<file path="src/design/adc_cfg_pkg.sv">
// Package with register map, field layout and state types of the converter configuration block
package adc_cfg_pkg;

	// Register addresses (6-bit address field of the command byte)
	localparam logic [5:0] ADDR_STATUS     = 6'h00;
	localparam logic [5:0] ADDR_CONV_MODE  = 6'h01;
	localparam logic [5:0] ADDR_PORT_MODE  = 6'h02;
	localparam logic [5:0] ADDR_IDENT      = 6'h07;
	localparam logic [5:0] ADDR_CHAN_BASE  = 6'h10;
	localparam logic [5:0] ADDR_SETUP_BASE = 6'h20;
	localparam logic [5:0] ADDR_ZERO_BASE  = 6'h30;
	localparam logic [5:0] ADDR_FULL_BASE  = 6'h38;

	// Command byte fields
	localparam int CMD_WEN_BIT = 7;
	localparam int CMD_RD_BIT  = 6;

	// Reset values
	localparam logic [15:0] CONV_MODE_RST  = 16'ha000;
	localparam logic [15:0] PORT_MODE_RST  = 16'h0000;
	localparam logic [15:0] CHAN0_RST      = 16'h8001;
	localparam logic [15:0] CHAN_RST       = 16'h0001;
	localparam logic [15:0] SETUP_RST      = 16'h1320;
	localparam logic [23:0] ZERO_SCALE_RST = 24'h800000;

	// Writable bit masks, reserved bits read as zero
	localparam logic [15:0] CONV_MODE_MASK = 16'he77c;
	localparam logic [15:0] PORT_MODE_MASK = 16'h19ed;
	localparam logic [15:0] CHAN_MASK      = 16'hf3ff;
	localparam logic [15:0] SETUP_MASK     = 16'h1fb0;

	// Converter mode fields
	localparam int REF_EN_BIT     = 15;
	localparam int CONCEAL_BIT    = 14;
	localparam int SETTLE_BIT     = 13;
	localparam int MODE_LSB       = 4;
	localparam int CLK_SRC_LSB    = 2;
	// Serial port mode fields
	localparam int SHORT_WORD_BIT = 0;
	localparam int STREAM_BIT     = 7;
	// Channel fields
	localparam int CH_EN_BIT      = 15;
	localparam int CH_SETUP_LSB   = 12;
	localparam int CH_POS_LSB     = 5;
	localparam int CH_NEG_LSB     = 0;
	// Setup configuration field: analog input buffer enables
	localparam int AIN_BUF_LSB    = 8;

	// Conversion mode codes
	localparam logic [2:0] MODE_CONT     = 3'h0;
	localparam logic [2:0] MODE_SINGLE   = 3'h1;
	localparam logic [2:0] MODE_STANDBY  = 3'h2;
	localparam logic [2:0] MODE_INT_ZERO = 3'h4;
	localparam logic [2:0] MODE_SYS_ZERO = 3'h6;
	localparam logic [2:0] MODE_SYS_FULL = 3'h7;

	// Consecutive high data bits that reset the register contents
	localparam logic [6:0] SOFT_RESET_ONES = 7'h40;

	typedef enum logic [2:0] {
		SER_CMD = 3'b001,
		SER_WR  = 3'b010,
		SER_RD  = 3'b100
	} ser_state_t;

	// Routing of the active channel toward the analog core
	typedef struct packed {
		logic [3:0]  chan;
		logic [4:0]  pos;
		logic [4:0]  neg;
		logic [2:0]  setup;
		logic [1:0]  buf_en;
		logic [23:0] gain;
		logic [23:0] offs;
	} route_t;

	typedef struct packed {
		logic [1:0]        sclk_sync;
		logic [1:0]        cs_n_sync;
		logic [1:0]        din_sync;
		logic              sclk_prev;
		ser_state_t        ser;
		logic [4:0]        bit_cnt;
		logic [4:0]        len;
		logic [5:0]        addr;
		logic [23:0]       sh;
		logic [6:0]        ones;
		logic              dout;
		logic [15:0]       conv_mode;
		logic [15:0]       port_mode;
		logic [15:0][15:0] chan;
		logic [7:0][15:0]  setup;
		logic [7:0][23:0]  zero;
		logic [7:0][23:0]  full;
		logic [3:0]        cur;
		route_t            route;
	} cfg_state_t;

	// Data length in bits of the register at an address
	function automatic logic [4:0] reg_len(input logic [5:0] a);
		if (a == ADDR_STATUS)
			return 5'h08;
		else if (a >= ADDR_ZERO_BASE)
			return 5'h18;
		else
			return 5'h10;
	endfunction

endpackage

</file>
<file path="src/design/adc_channel_setup_config.sv">
// Register file, calibration coefficient update and channel sequencer of the converter
`timescale 1ns/1ps
module adc_channel_setup_config #(
	parameter logic [23:0] FULL_SCALE_TRIM = 24'h5a5a50,  // Per-part trim, value arbitrary
	parameter logic [15:0] IDENT_CODE      = 16'h1230     // Arbitrary identity value
) (
	input  wire logic        ref_clk_i,
	input  wire logic        rst_i,
	input  wire logic        sclk_i,
	input  wire logic        cs_n_i,
	input  wire logic        din_i,
	output logic             dout_o,
	input  wire logic        conv_done_i,
	input  wire logic        cal_done_i,
	input  wire logic [23:0] cal_result_i,
	output logic [3:0]       chan_o,
	output logic [4:0]       ain_pos_o,
	output logic [4:0]       ain_neg_o,
	output logic [2:0]       setup_o,
	output logic [1:0]       ain_buf_en_o,
	output logic [23:0]      gain_coef_o,
	output logic [23:0]      offset_coef_o,
	output logic [2:0]       conv_mode_o,
	output logic [1:0]       clock_src_o,
	output logic             ref_en_o,
	output logic             delay_conceal_o,
	output logic             one_cycle_settle_o,
	output logic             short_word_length_o,
	output logic             streaming_readback_o
);
	adc_cfg_pkg::cfg_state_t st_r;
	adc_cfg_pkg::cfg_state_t st_nxt;
	logic [15:0]             enable_vec;
	logic [3:0]              step_next;
	logic                    step_any;

	// Default register contents after power-on or serial reset
	function automatic adc_cfg_pkg::cfg_state_t load_defaults(input adc_cfg_pkg::cfg_state_t s);
		adc_cfg_pkg::cfg_state_t d;
		d           = s;
		d.conv_mode = adc_cfg_pkg::CONV_MODE_RST;
		d.port_mode = adc_cfg_pkg::PORT_MODE_RST;
		for (int i = 0; i < 16; i++)
			d.chan[i] = (i == 0) ? adc_cfg_pkg::CHAN0_RST : adc_cfg_pkg::CHAN_RST;
		for (int i = 0; i < 8; i++) begin
			d.setup[i] = adc_cfg_pkg::SETUP_RST;
			d.zero[i]  = adc_cfg_pkg::ZERO_SCALE_RST;
			d.full[i]  = FULL_SCALE_TRIM;
		end
		d.cur = '0;
		return d;
	endfunction

	// Readback value of a register, left unaligned in the low bits
	function automatic logic [23:0] read_reg(input adc_cfg_pkg::cfg_state_t s,
	                                         input logic [5:0] a);
		logic [23:0] v;
		v = '0;
		if (a == adc_cfg_pkg::ADDR_STATUS)
			v = {20'h00000, s.cur};
		else if (a == adc_cfg_pkg::ADDR_CONV_MODE)
			v = {8'h00, s.conv_mode};
		else if (a == adc_cfg_pkg::ADDR_PORT_MODE)
			v = {8'h00, s.port_mode};
		else if (a == adc_cfg_pkg::ADDR_IDENT)
			v = {8'h00, IDENT_CODE};
		else if (a[5:4] == 2'h1)
			v = {8'h00, s.chan[a[3:0]]};
		else if (a[5:3] == 3'h4)
			v = {8'h00, s.setup[a[2:0]]};
		else if (a[5:3] == 3'h6)
			v = s.zero[a[2:0]];
		else if (a[5:3] == 3'h7)
			v = s.full[a[2:0]];
		return v;
	endfunction

	// Enable bits of all channels feed the next-channel finder
	always_comb begin
		for (int i = 0; i < 16; i++)
			enable_vec[i] = st_r.chan[i][adc_cfg_pkg::CH_EN_BIT];
	end

	chan_step #(
		.NCH (16)
	) chan_step_inst (
		.enable_i (enable_vec),
		.cur_i    (st_r.cur),
		.next_o   (step_next),
		.any_o    (step_any)
	);

	// Next state: serial port, register writes, calibration and sequencing
	always_comb begin
		logic        rise;
		logic        fall;
		logic        bit_in;
		logic [7:0]  cmd;
		logic [23:0] wdata;
		logic [5:0]  a;
		logic [2:0]  mode;
		logic [2:0]  cal_setup;
		logic        wr_commit;
		logic        restart;
		logic [15:0] ch;
		st_nxt    = st_r;
		rise      = 1'b0;
		fall      = 1'b0;
		bit_in    = 1'b0;
		ch        = '0;
		wr_commit = 1'b0;
		restart   = 1'b0;
		a         = st_r.addr;
		cmd       = '0;
		wdata     = '0;
		mode      = st_r.conv_mode[adc_cfg_pkg::MODE_LSB +: 3];
		cal_setup = st_r.chan[st_r.cur][adc_cfg_pkg::CH_SETUP_LSB +: 3];

		// Two-stage synchronisers on the serial pins
		st_nxt.sclk_sync = {st_r.sclk_sync[0], sclk_i};
		st_nxt.cs_n_sync = {st_r.cs_n_sync[0], cs_n_i};
		st_nxt.din_sync  = {st_r.din_sync[0], din_i};
		st_nxt.sclk_prev = st_r.sclk_sync[1];
		bit_in = st_r.din_sync[1];
		rise   = st_r.sclk_sync[1] && !st_r.sclk_prev && !st_r.cs_n_sync[1];
		fall   = !st_r.sclk_sync[1] && st_r.sclk_prev && !st_r.cs_n_sync[1];

		// Deselect returns the port to waiting for a command
		if (st_r.cs_n_sync[1]) begin
			st_nxt.ser     = adc_cfg_pkg::SER_CMD;
			st_nxt.bit_cnt = '0;
		end else if (rise) begin
			st_nxt.sh      = {st_r.sh[22:0], bit_in};
			st_nxt.bit_cnt = st_r.bit_cnt + 5'h01;
			st_nxt.ones    = bit_in ? st_r.ones + 7'h01 : 7'h00;
			unique case (st_r.ser)
				adc_cfg_pkg::SER_CMD: begin
					if (st_r.bit_cnt == 5'h07) begin
						cmd            = {st_r.sh[6:0], bit_in};
						a              = cmd[5:0];
						st_nxt.addr    = a;
						st_nxt.len     = adc_cfg_pkg::reg_len(a);
						st_nxt.bit_cnt = '0;
						if (cmd[adc_cfg_pkg::CMD_WEN_BIT])
							st_nxt.ser = adc_cfg_pkg::SER_CMD;              // Not a command
						else if (cmd[adc_cfg_pkg::CMD_RD_BIT]) begin
							st_nxt.ser = adc_cfg_pkg::SER_RD;
							st_nxt.sh  = read_reg(st_r, a) << (5'h18 - adc_cfg_pkg::reg_len(a));
						end else
							st_nxt.ser = adc_cfg_pkg::SER_WR;
					end
				end
				adc_cfg_pkg::SER_WR: begin
					if (st_r.bit_cnt == st_r.len - 5'h01) begin
						wdata          = {st_r.sh[22:0], bit_in};
						wr_commit      = 1'b1;
						st_nxt.ser     = adc_cfg_pkg::SER_CMD;
						st_nxt.bit_cnt = '0;
					end
				end
				adc_cfg_pkg::SER_RD: begin
					st_nxt.sh = st_r.sh;                                    // Shifted on fall
					if (st_r.bit_cnt == st_r.len - 5'h01) begin
						st_nxt.ser     = adc_cfg_pkg::SER_CMD;
						st_nxt.bit_cnt = '0;
					end
				end
			endcase
		end else if (fall && st_r.ser == adc_cfg_pkg::SER_RD) begin
			st_nxt.dout = st_r.sh[23];
			st_nxt.sh   = {st_r.sh[22:0], 1'b0};
		end

		// Calibration result replaces the coefficient of the active setup
		if (cal_done_i) begin
			if (mode == adc_cfg_pkg::MODE_INT_ZERO || mode == adc_cfg_pkg::MODE_SYS_ZERO)
				st_nxt.zero[cal_setup] = cal_result_i;
			else if (mode == adc_cfg_pkg::MODE_SYS_FULL)
				st_nxt.full[cal_setup] = cal_result_i;
			st_nxt.conv_mode[adc_cfg_pkg::MODE_LSB +: 3] = adc_cfg_pkg::MODE_STANDBY;
		end

		// Sequencer advances on each finished conversion in continuous mode; single mode drops to standby
		if (conv_done_i && step_any) begin
			if (mode == adc_cfg_pkg::MODE_CONT)
				st_nxt.cur = step_next;
			else if (mode == adc_cfg_pkg::MODE_SINGLE)
				st_nxt.conv_mode[adc_cfg_pkg::MODE_LSB +: 3] = adc_cfg_pkg::MODE_STANDBY;
		end

		// Host write; a write in the same cycle overrides a calibration result
		if (wr_commit) begin
			if (a == adc_cfg_pkg::ADDR_CONV_MODE) begin
				st_nxt.conv_mode = wdata[15:0] & adc_cfg_pkg::CONV_MODE_MASK;
				restart          = 1'b1;
			end else if (a == adc_cfg_pkg::ADDR_PORT_MODE)
				st_nxt.port_mode = wdata[15:0] & adc_cfg_pkg::PORT_MODE_MASK;
			else if (a[5:4] == 2'h1) begin
				st_nxt.chan[a[3:0]] = wdata[15:0] & adc_cfg_pkg::CHAN_MASK;
				restart             = 1'b1;
			end else if (a[5:3] == 3'h4)
				st_nxt.setup[a[2:0]] = wdata[15:0] & adc_cfg_pkg::SETUP_MASK;
			else if (a[5:3] == 3'h6)
				st_nxt.zero[a[2:0]] = wdata;
			else if (a[5:3] == 3'h7)
				st_nxt.full[a[2:0]] = wdata;
		end

		// A rewrite of the mode or a channel restarts the sequence from channel 0
		if (restart)
			st_nxt.cur = '0;

		// 64 consecutive high data bits restore every register
		if (st_nxt.ones >= adc_cfg_pkg::SOFT_RESET_ONES) begin
			st_nxt      = load_defaults(st_nxt);
			st_nxt.ones = '0;
			st_nxt.ser  = adc_cfg_pkg::SER_CMD;
		end

		// Route the active channel and its setup toward the analog core
		ch                  = st_nxt.chan[st_nxt.cur];
		st_nxt.route.chan   = st_nxt.cur;
		st_nxt.route.pos    = ch[adc_cfg_pkg::CH_POS_LSB +: 5];
		st_nxt.route.neg    = ch[adc_cfg_pkg::CH_NEG_LSB +: 5];
		st_nxt.route.setup  = ch[adc_cfg_pkg::CH_SETUP_LSB +: 3];
		st_nxt.route.buf_en = st_nxt.setup[st_nxt.route.setup][adc_cfg_pkg::AIN_BUF_LSB +: 2];
		st_nxt.route.gain   = st_nxt.full[st_nxt.route.setup];
		st_nxt.route.offs   = st_nxt.zero[st_nxt.route.setup];
	end

	// State register; the power-on image is built from constants only
	always_ff @(posedge ref_clk_i or posedge rst_i) begin
		if (rst_i) begin
			st_r              <= load_defaults('0);
			st_r.ser          <= adc_cfg_pkg::SER_CMD;
			st_r.sclk_sync    <= 2'h3;
			st_r.cs_n_sync    <= 2'h3;
			st_r.sclk_prev    <= 1'b1;
			st_r.route.pos    <= 5'h00;
			st_r.route.neg    <= 5'h01;
			st_r.route.buf_en <= adc_cfg_pkg::SETUP_RST[adc_cfg_pkg::AIN_BUF_LSB +: 2];
			st_r.route.gain   <= FULL_SCALE_TRIM;
			st_r.route.offs   <= adc_cfg_pkg::ZERO_SCALE_RST;
		end else begin
			st_r <= st_nxt;
		end
	end

	// Outputs taken straight from state flip-flops
	assign dout_o               = st_r.dout;
	assign chan_o               = st_r.route.chan;
	assign ain_pos_o            = st_r.route.pos;
	assign ain_neg_o            = st_r.route.neg;
	assign setup_o              = st_r.route.setup;
	assign ain_buf_en_o         = st_r.route.buf_en;
	assign gain_coef_o          = st_r.route.gain;
	assign offset_coef_o        = st_r.route.offs;
	assign conv_mode_o          = st_r.conv_mode[adc_cfg_pkg::MODE_LSB +: 3];
	assign clock_src_o          = st_r.conv_mode[adc_cfg_pkg::CLK_SRC_LSB +: 2];
	assign ref_en_o             = st_r.conv_mode[adc_cfg_pkg::REF_EN_BIT];
	assign delay_conceal_o      = st_r.conv_mode[adc_cfg_pkg::CONCEAL_BIT];
	assign one_cycle_settle_o   = st_r.conv_mode[adc_cfg_pkg::SETTLE_BIT];
	assign short_word_length_o  = st_r.port_mode[adc_cfg_pkg::SHORT_WORD_BIT];
	assign streaming_readback_o = st_r.port_mode[adc_cfg_pkg::STREAM_BIT];
endmodule

</file>
<file path="src/design/chan_step.sv">
// Finder of the next enabled channel after the current one, wrapping around
`timescale 1ns/1ps
module chan_step #(
	parameter int NCH = 16
) (
	input  wire logic [NCH-1:0]         enable_i,
	input  wire logic [$clog2(NCH)-1:0] cur_i,
	output logic      [$clog2(NCH)-1:0] next_o,
	output logic                        any_o
);
	localparam int W = $clog2(NCH);

	// Scan upward from the current slot; the first hit wins, skipping disabled slots
	always_comb begin
		logic [W-1:0] idx;
		logic         found;
		idx    = '0;
		found  = 1'b0;
		next_o = cur_i;
		for (int i = 1; i <= NCH; i++) begin
			idx = W'((int'(cur_i) + i) % NCH);
			if (!found && enable_i[idx]) begin
				next_o = idx;
				found  = 1'b1;
			end
		end
		any_o = |enable_i;
	end
endmodule

</file>
<file path="config.mk">
export PLATFORM = sky130hd
export DESIGN_NAME = adc_channel_setup_config
export DESIGN_NICKNAME = d
export VERILOG_FILES = /design/src/design/adc_cfg_pkg.sv /design/src/design/adc_channel_setup_config.sv /design/src/design/chan_step.sv
export SDC_FILE = /design/constraint.sdc
export NUM_CORES = 2
export LEC_CHECK = 0
export BUFFER_PORTS_ARGS = -buffer_cell sky130_fd_sc_hd__buf_2
export CAP_MARGIN = 25
export CORE_UTILIZATION = 28
export DETAILED_ROUTE_END_ITERATION = 6
export GPL_TIMING_DRIVEN = 0
export SYNTH_ARGS = -nofsm -noshare
export SYNTH_HDL_FRONTEND = slang
export SYNTH_SLANG_ARGS = --single-unit
</file>
<file path="constraint.sdc">
create_clock -name ref_clk_i -period 34.5 [get_ports ref_clk_i]
set_input_delay 0 -clock ref_clk_i [delete_from_list [all_inputs] [get_ports ref_clk_i]]
set_output_delay 0 -clock ref_clk_i [all_outputs]
set_load 0.01 [all_outputs]
</file>
==> impl_results.md <==
* Worst Tran Pin Value at 1.280 ns
* Core area at just under 200000 um2
* Post-Synthesis Cells at about 5.4k
* Fin crit share at approximately 30%
* Post-CTS resize count at 0
* Area contributors post-synth: dfrtp_1, mux2i_1, mux4_2
* Leading cell type in the layout, fill and taps excluded: nand2_1
* Total Routing Usage GR at 31.78%
* F_max at roughly 96 MHz
* Die W at approximately 440 um
* Router iterations before antenna repair at 6
* Startpoint types: flip-flop
* Worst hold path stage count at 5
* Wirelength, routed at roughly 320000 um
* Nets at just under 6k
* Power per cell area at 42.75 nW/um2
* Post-synth top area share at about a third
* RSZ-0062 raised after global routing: no
* Wire per inst at 38.15 um
* Overflow after GRT at 0
* Post-Synth Simple-Gate Area at between 10% and 20%
* Main synth FF type: dfrtp_1
* Layout cell share with drive strength beyond 1 at between 20% and 30%
* Post-Layout Inst Area at around 64000 um2
* Maximum VDD drop at around 0.000036 V
* Post-CTS setup buffers at 0
* TNS Setup at 0 ns
* Net Count, Synth at between 5k and 6k
* Worst-path clk slew at approximately 0.070 ns
* Starting Density at roughly 28%
* Pleak at between 0.02 and 0.03 uW
* Final Hold Fails at 0
* Worst Path Required at around 35 ns
* Outcome: complete, no violations
* Relative slew slack at approximately 15%
* PortBufs at around 110
* Clock sinks at 910
* Final setup fails at 0
* Critical Path AT at 11.06 ns
* Die height at between 400 and 500 um
* Mux share of post-synthesis cell area at about a quarter
* Vias in the first global route at 50.41k
* Latest clock arrival within the worst-skew pair at ~0.81 ns
* CP Cell Sequence: buf_2, buf_2, clkbuf_1, inv_1, ha_1, buf_2, clkbuf_1, mux4_2, mux2i_1, mux2i_1, nor2_1, nand2_1, o31ai_1, o21ai_0, a221oi_1, o31a_1, clkinv_1, o2111ai_1, nand4_1, buf_2, buf_2, a21oi_2, buf_2, a211oi_1
* Crit. path cell count at 24
* Largest net degree at the start of global routing at approximately 140
* H-tree depth at 3
* CP Class: flip-flop to flip-flop
* DRC at 0
* DPL Wire Length at 238600 um
* Synth Area in Adders at 0.2284%
* # rows at ~160
* CP max stage cell: a21oi_2
* Post-synthesis register bit count at 910
* Largest buffer count on any clock path at 3
* IO Count at approximately 110
* Async S/R FF share, synth at 100.0%
* Via count at 52.53k
* Clk root buf: clkbuf_16
* Post-synthesis compound-gate area fraction at 12.39%
* Largest area contributor in the netlist: dfrtp_1
* Crit path capture type: flip-flop
* Final hold slack at between 0.2 and 0.25 ns
* CP max stage delay at slightly below 0.9 ns
* # hold bufs at CTS at 34
* EDFF count, synth at 0
* DRT iter0 DRCs at around 8.2k
* Post-Syn Area per Cell at roughly 10 um2
* DRT antenna net count at 0
* Vias/cell at 6.231
* Ys Warns at 0
* Max Cap Viol at 0
* First-pass GRT wire length at between 400000 and 500000 um
* Most frequent cells in the layout: nand2_1, dfrtp_1, mux2i_1
* Final GP Congestion at around 1.1
* Crit-path max FO at 10
* Crit path time final at 10.45 ns
* Number of library cell types mapped by synthesis at between 90 and 100
* Register area share after synthesis at about two fifths
* Type of the worst min-delay path: input pin to flip-flop
* Slew Limit Fails at 0
* Main combinational cell family by area after synthesis: multiplexers
* WP buf/inv at 10
* Register-to-Register Path Depth at 24
* CTS tree: done
* Clock buffer count from CTS at between 100 and 150
* Initial antenna violation count at 30
* Clock Skew at slightly below 0.06 ns
* Xor and xnor fraction of the mapped netlist area at less than 1%
* Placed inst area at about 60000 um2
* Crit path top cell by count: buf_2
* Crit-path leading delay family: buffers and inverters
* Post-Syn Area at approximately 55000 um2
* Area growth, synth to finish at 17.73%
* Final Util at 33.35%
* Die ar. at ~200000 um2
[through the flow]
step	setup WS, ns	instances	total power (uW)
after floorplan	9.179	5436	1255
after global placement	-3.298	8070	1479
after detailed placement	24.49	8175	1509
after CTS	24.45	8406	2720
after global routing	23.98	8417	2782
final	24.05	8430	2757
[metal layers]
layer  up-vias  share of wire (%)  routed length, um  track usage, %
met5         -              0.049                156               0
met4        26                9.7              31220           24.63
met3      1259                 13              42140           11.86
met2      4513                 41             130400           44.57
met1     26350                 37             117600           39.19
li1      20380                  -                  -               -
[worst register-to-register path, cell delays in order (launching register included)]
cell       delay, ns
dfrtp_1         0.47
buf_2           0.30
buf_2           0.30
clkbuf_1        0.66
inv_1           0.56
ha_1            0.44
buf_2           0.22
clkbuf_1        0.46
mux4_2          0.46
mux2i_1         0.35
mux2i_1         0.31
nor2_1          0.47
nand2_1         0.14
o31ai_1         0.21
o21ai_0         0.12
a221oi_1        0.43
o31a_1          0.53
clkinv_1        0.54
o2111ai_1       0.22
nand4_1         0.54
buf_2           0.46
buf_2           0.39
a21oi_2         0.87
buf_2           0.56
a211oi_1        0.27
[area by class of cell]
| cell class | instances | area (um2) |
|---|---|---|
| multi-input cells | 3894 | 29050 |
| fillers | 19670 | 128900 |
| flip-flops and latches | 910 | 22970 |
| diodes | 14 | 35.03 |
| well taps | 2526 | 3161 |
| clock inverters | 39 | 524.3 |
| inverters | 35 | 138.9 |
| repair buffers | 257 | 2779 |
| plain buffers | 597 | 2710 |
| clock buffers | 158 | 3119 |
[cells in the mapped netlist, types with 24 or more instances]
master      n
o21ai_0   158
nand2_1   767
buf_1      87
mux4_2    274
dfrtp_1   751
o22a_1     66
and2_1     37
dfstp_2   159
a211oi_1  257
nor2_1    608
mux2_2    154
o211ai_1   74
and3_1    108
nand3_1   105
inv_1      25
clkbuf_1  373
nor2b_1    31
nand2b_1   24
buf_2      48
nor3_1     46
mux2i_1   626
a21oi_1   293
buf_4      83
[where the power goes]
group	switching (uW)	internal [uW]	total (uW)
sequential	7.36	1070	1080
clock	528	700	1230
combinational	353	95.1	448
total	889	1870	2760
[path summary, 6_finish.rpt]
check                                  end  slack (ns)       start
setup / recovery           gain_coef_o[16]       24.05   chan_o[1]
hold reg to reg                  st_r[924]        0.35   st_r[923]
hold / removal              conv_mode_o[2]        0.22  cal_done_i
min in group asynchronous        st_r[872]        0.51       rst_i
setup reg to reg           gain_coef_o[16]       24.05   chan_o[1]
max in group asynchronous        st_r[454]       31.97       rst_i
[flip-flops by register name, indices dropped and copies added (netlist names), 2 cells and up]
name	flops
gain_coef_o	24
st_r	816
offset_coef_o	24
conv_mode_o	3
setup_o	3
chan_o	4
enable_vec	16
clock_src_o	2
ain_buf_en_o	2
ain_neg_o	5
ain_pos_o	5
[logic make-up (layout without fill, tap and decap cells)]
group | after synthesis | in the layout
XOR/XNOR | 18 | 18
adder cells (fa/ha/maj) | 10 | 10
buffers and inverters | 632 | 1086
other | 1 | 15
AND/OR/NAND/NOR | 1791 | 1791
AO/OA/AOI/OAI | 1016 | 1016
flip-flops | 910 | 910
multiplexers | 1058 | 1058
Power figures use the tool's default switching activity.
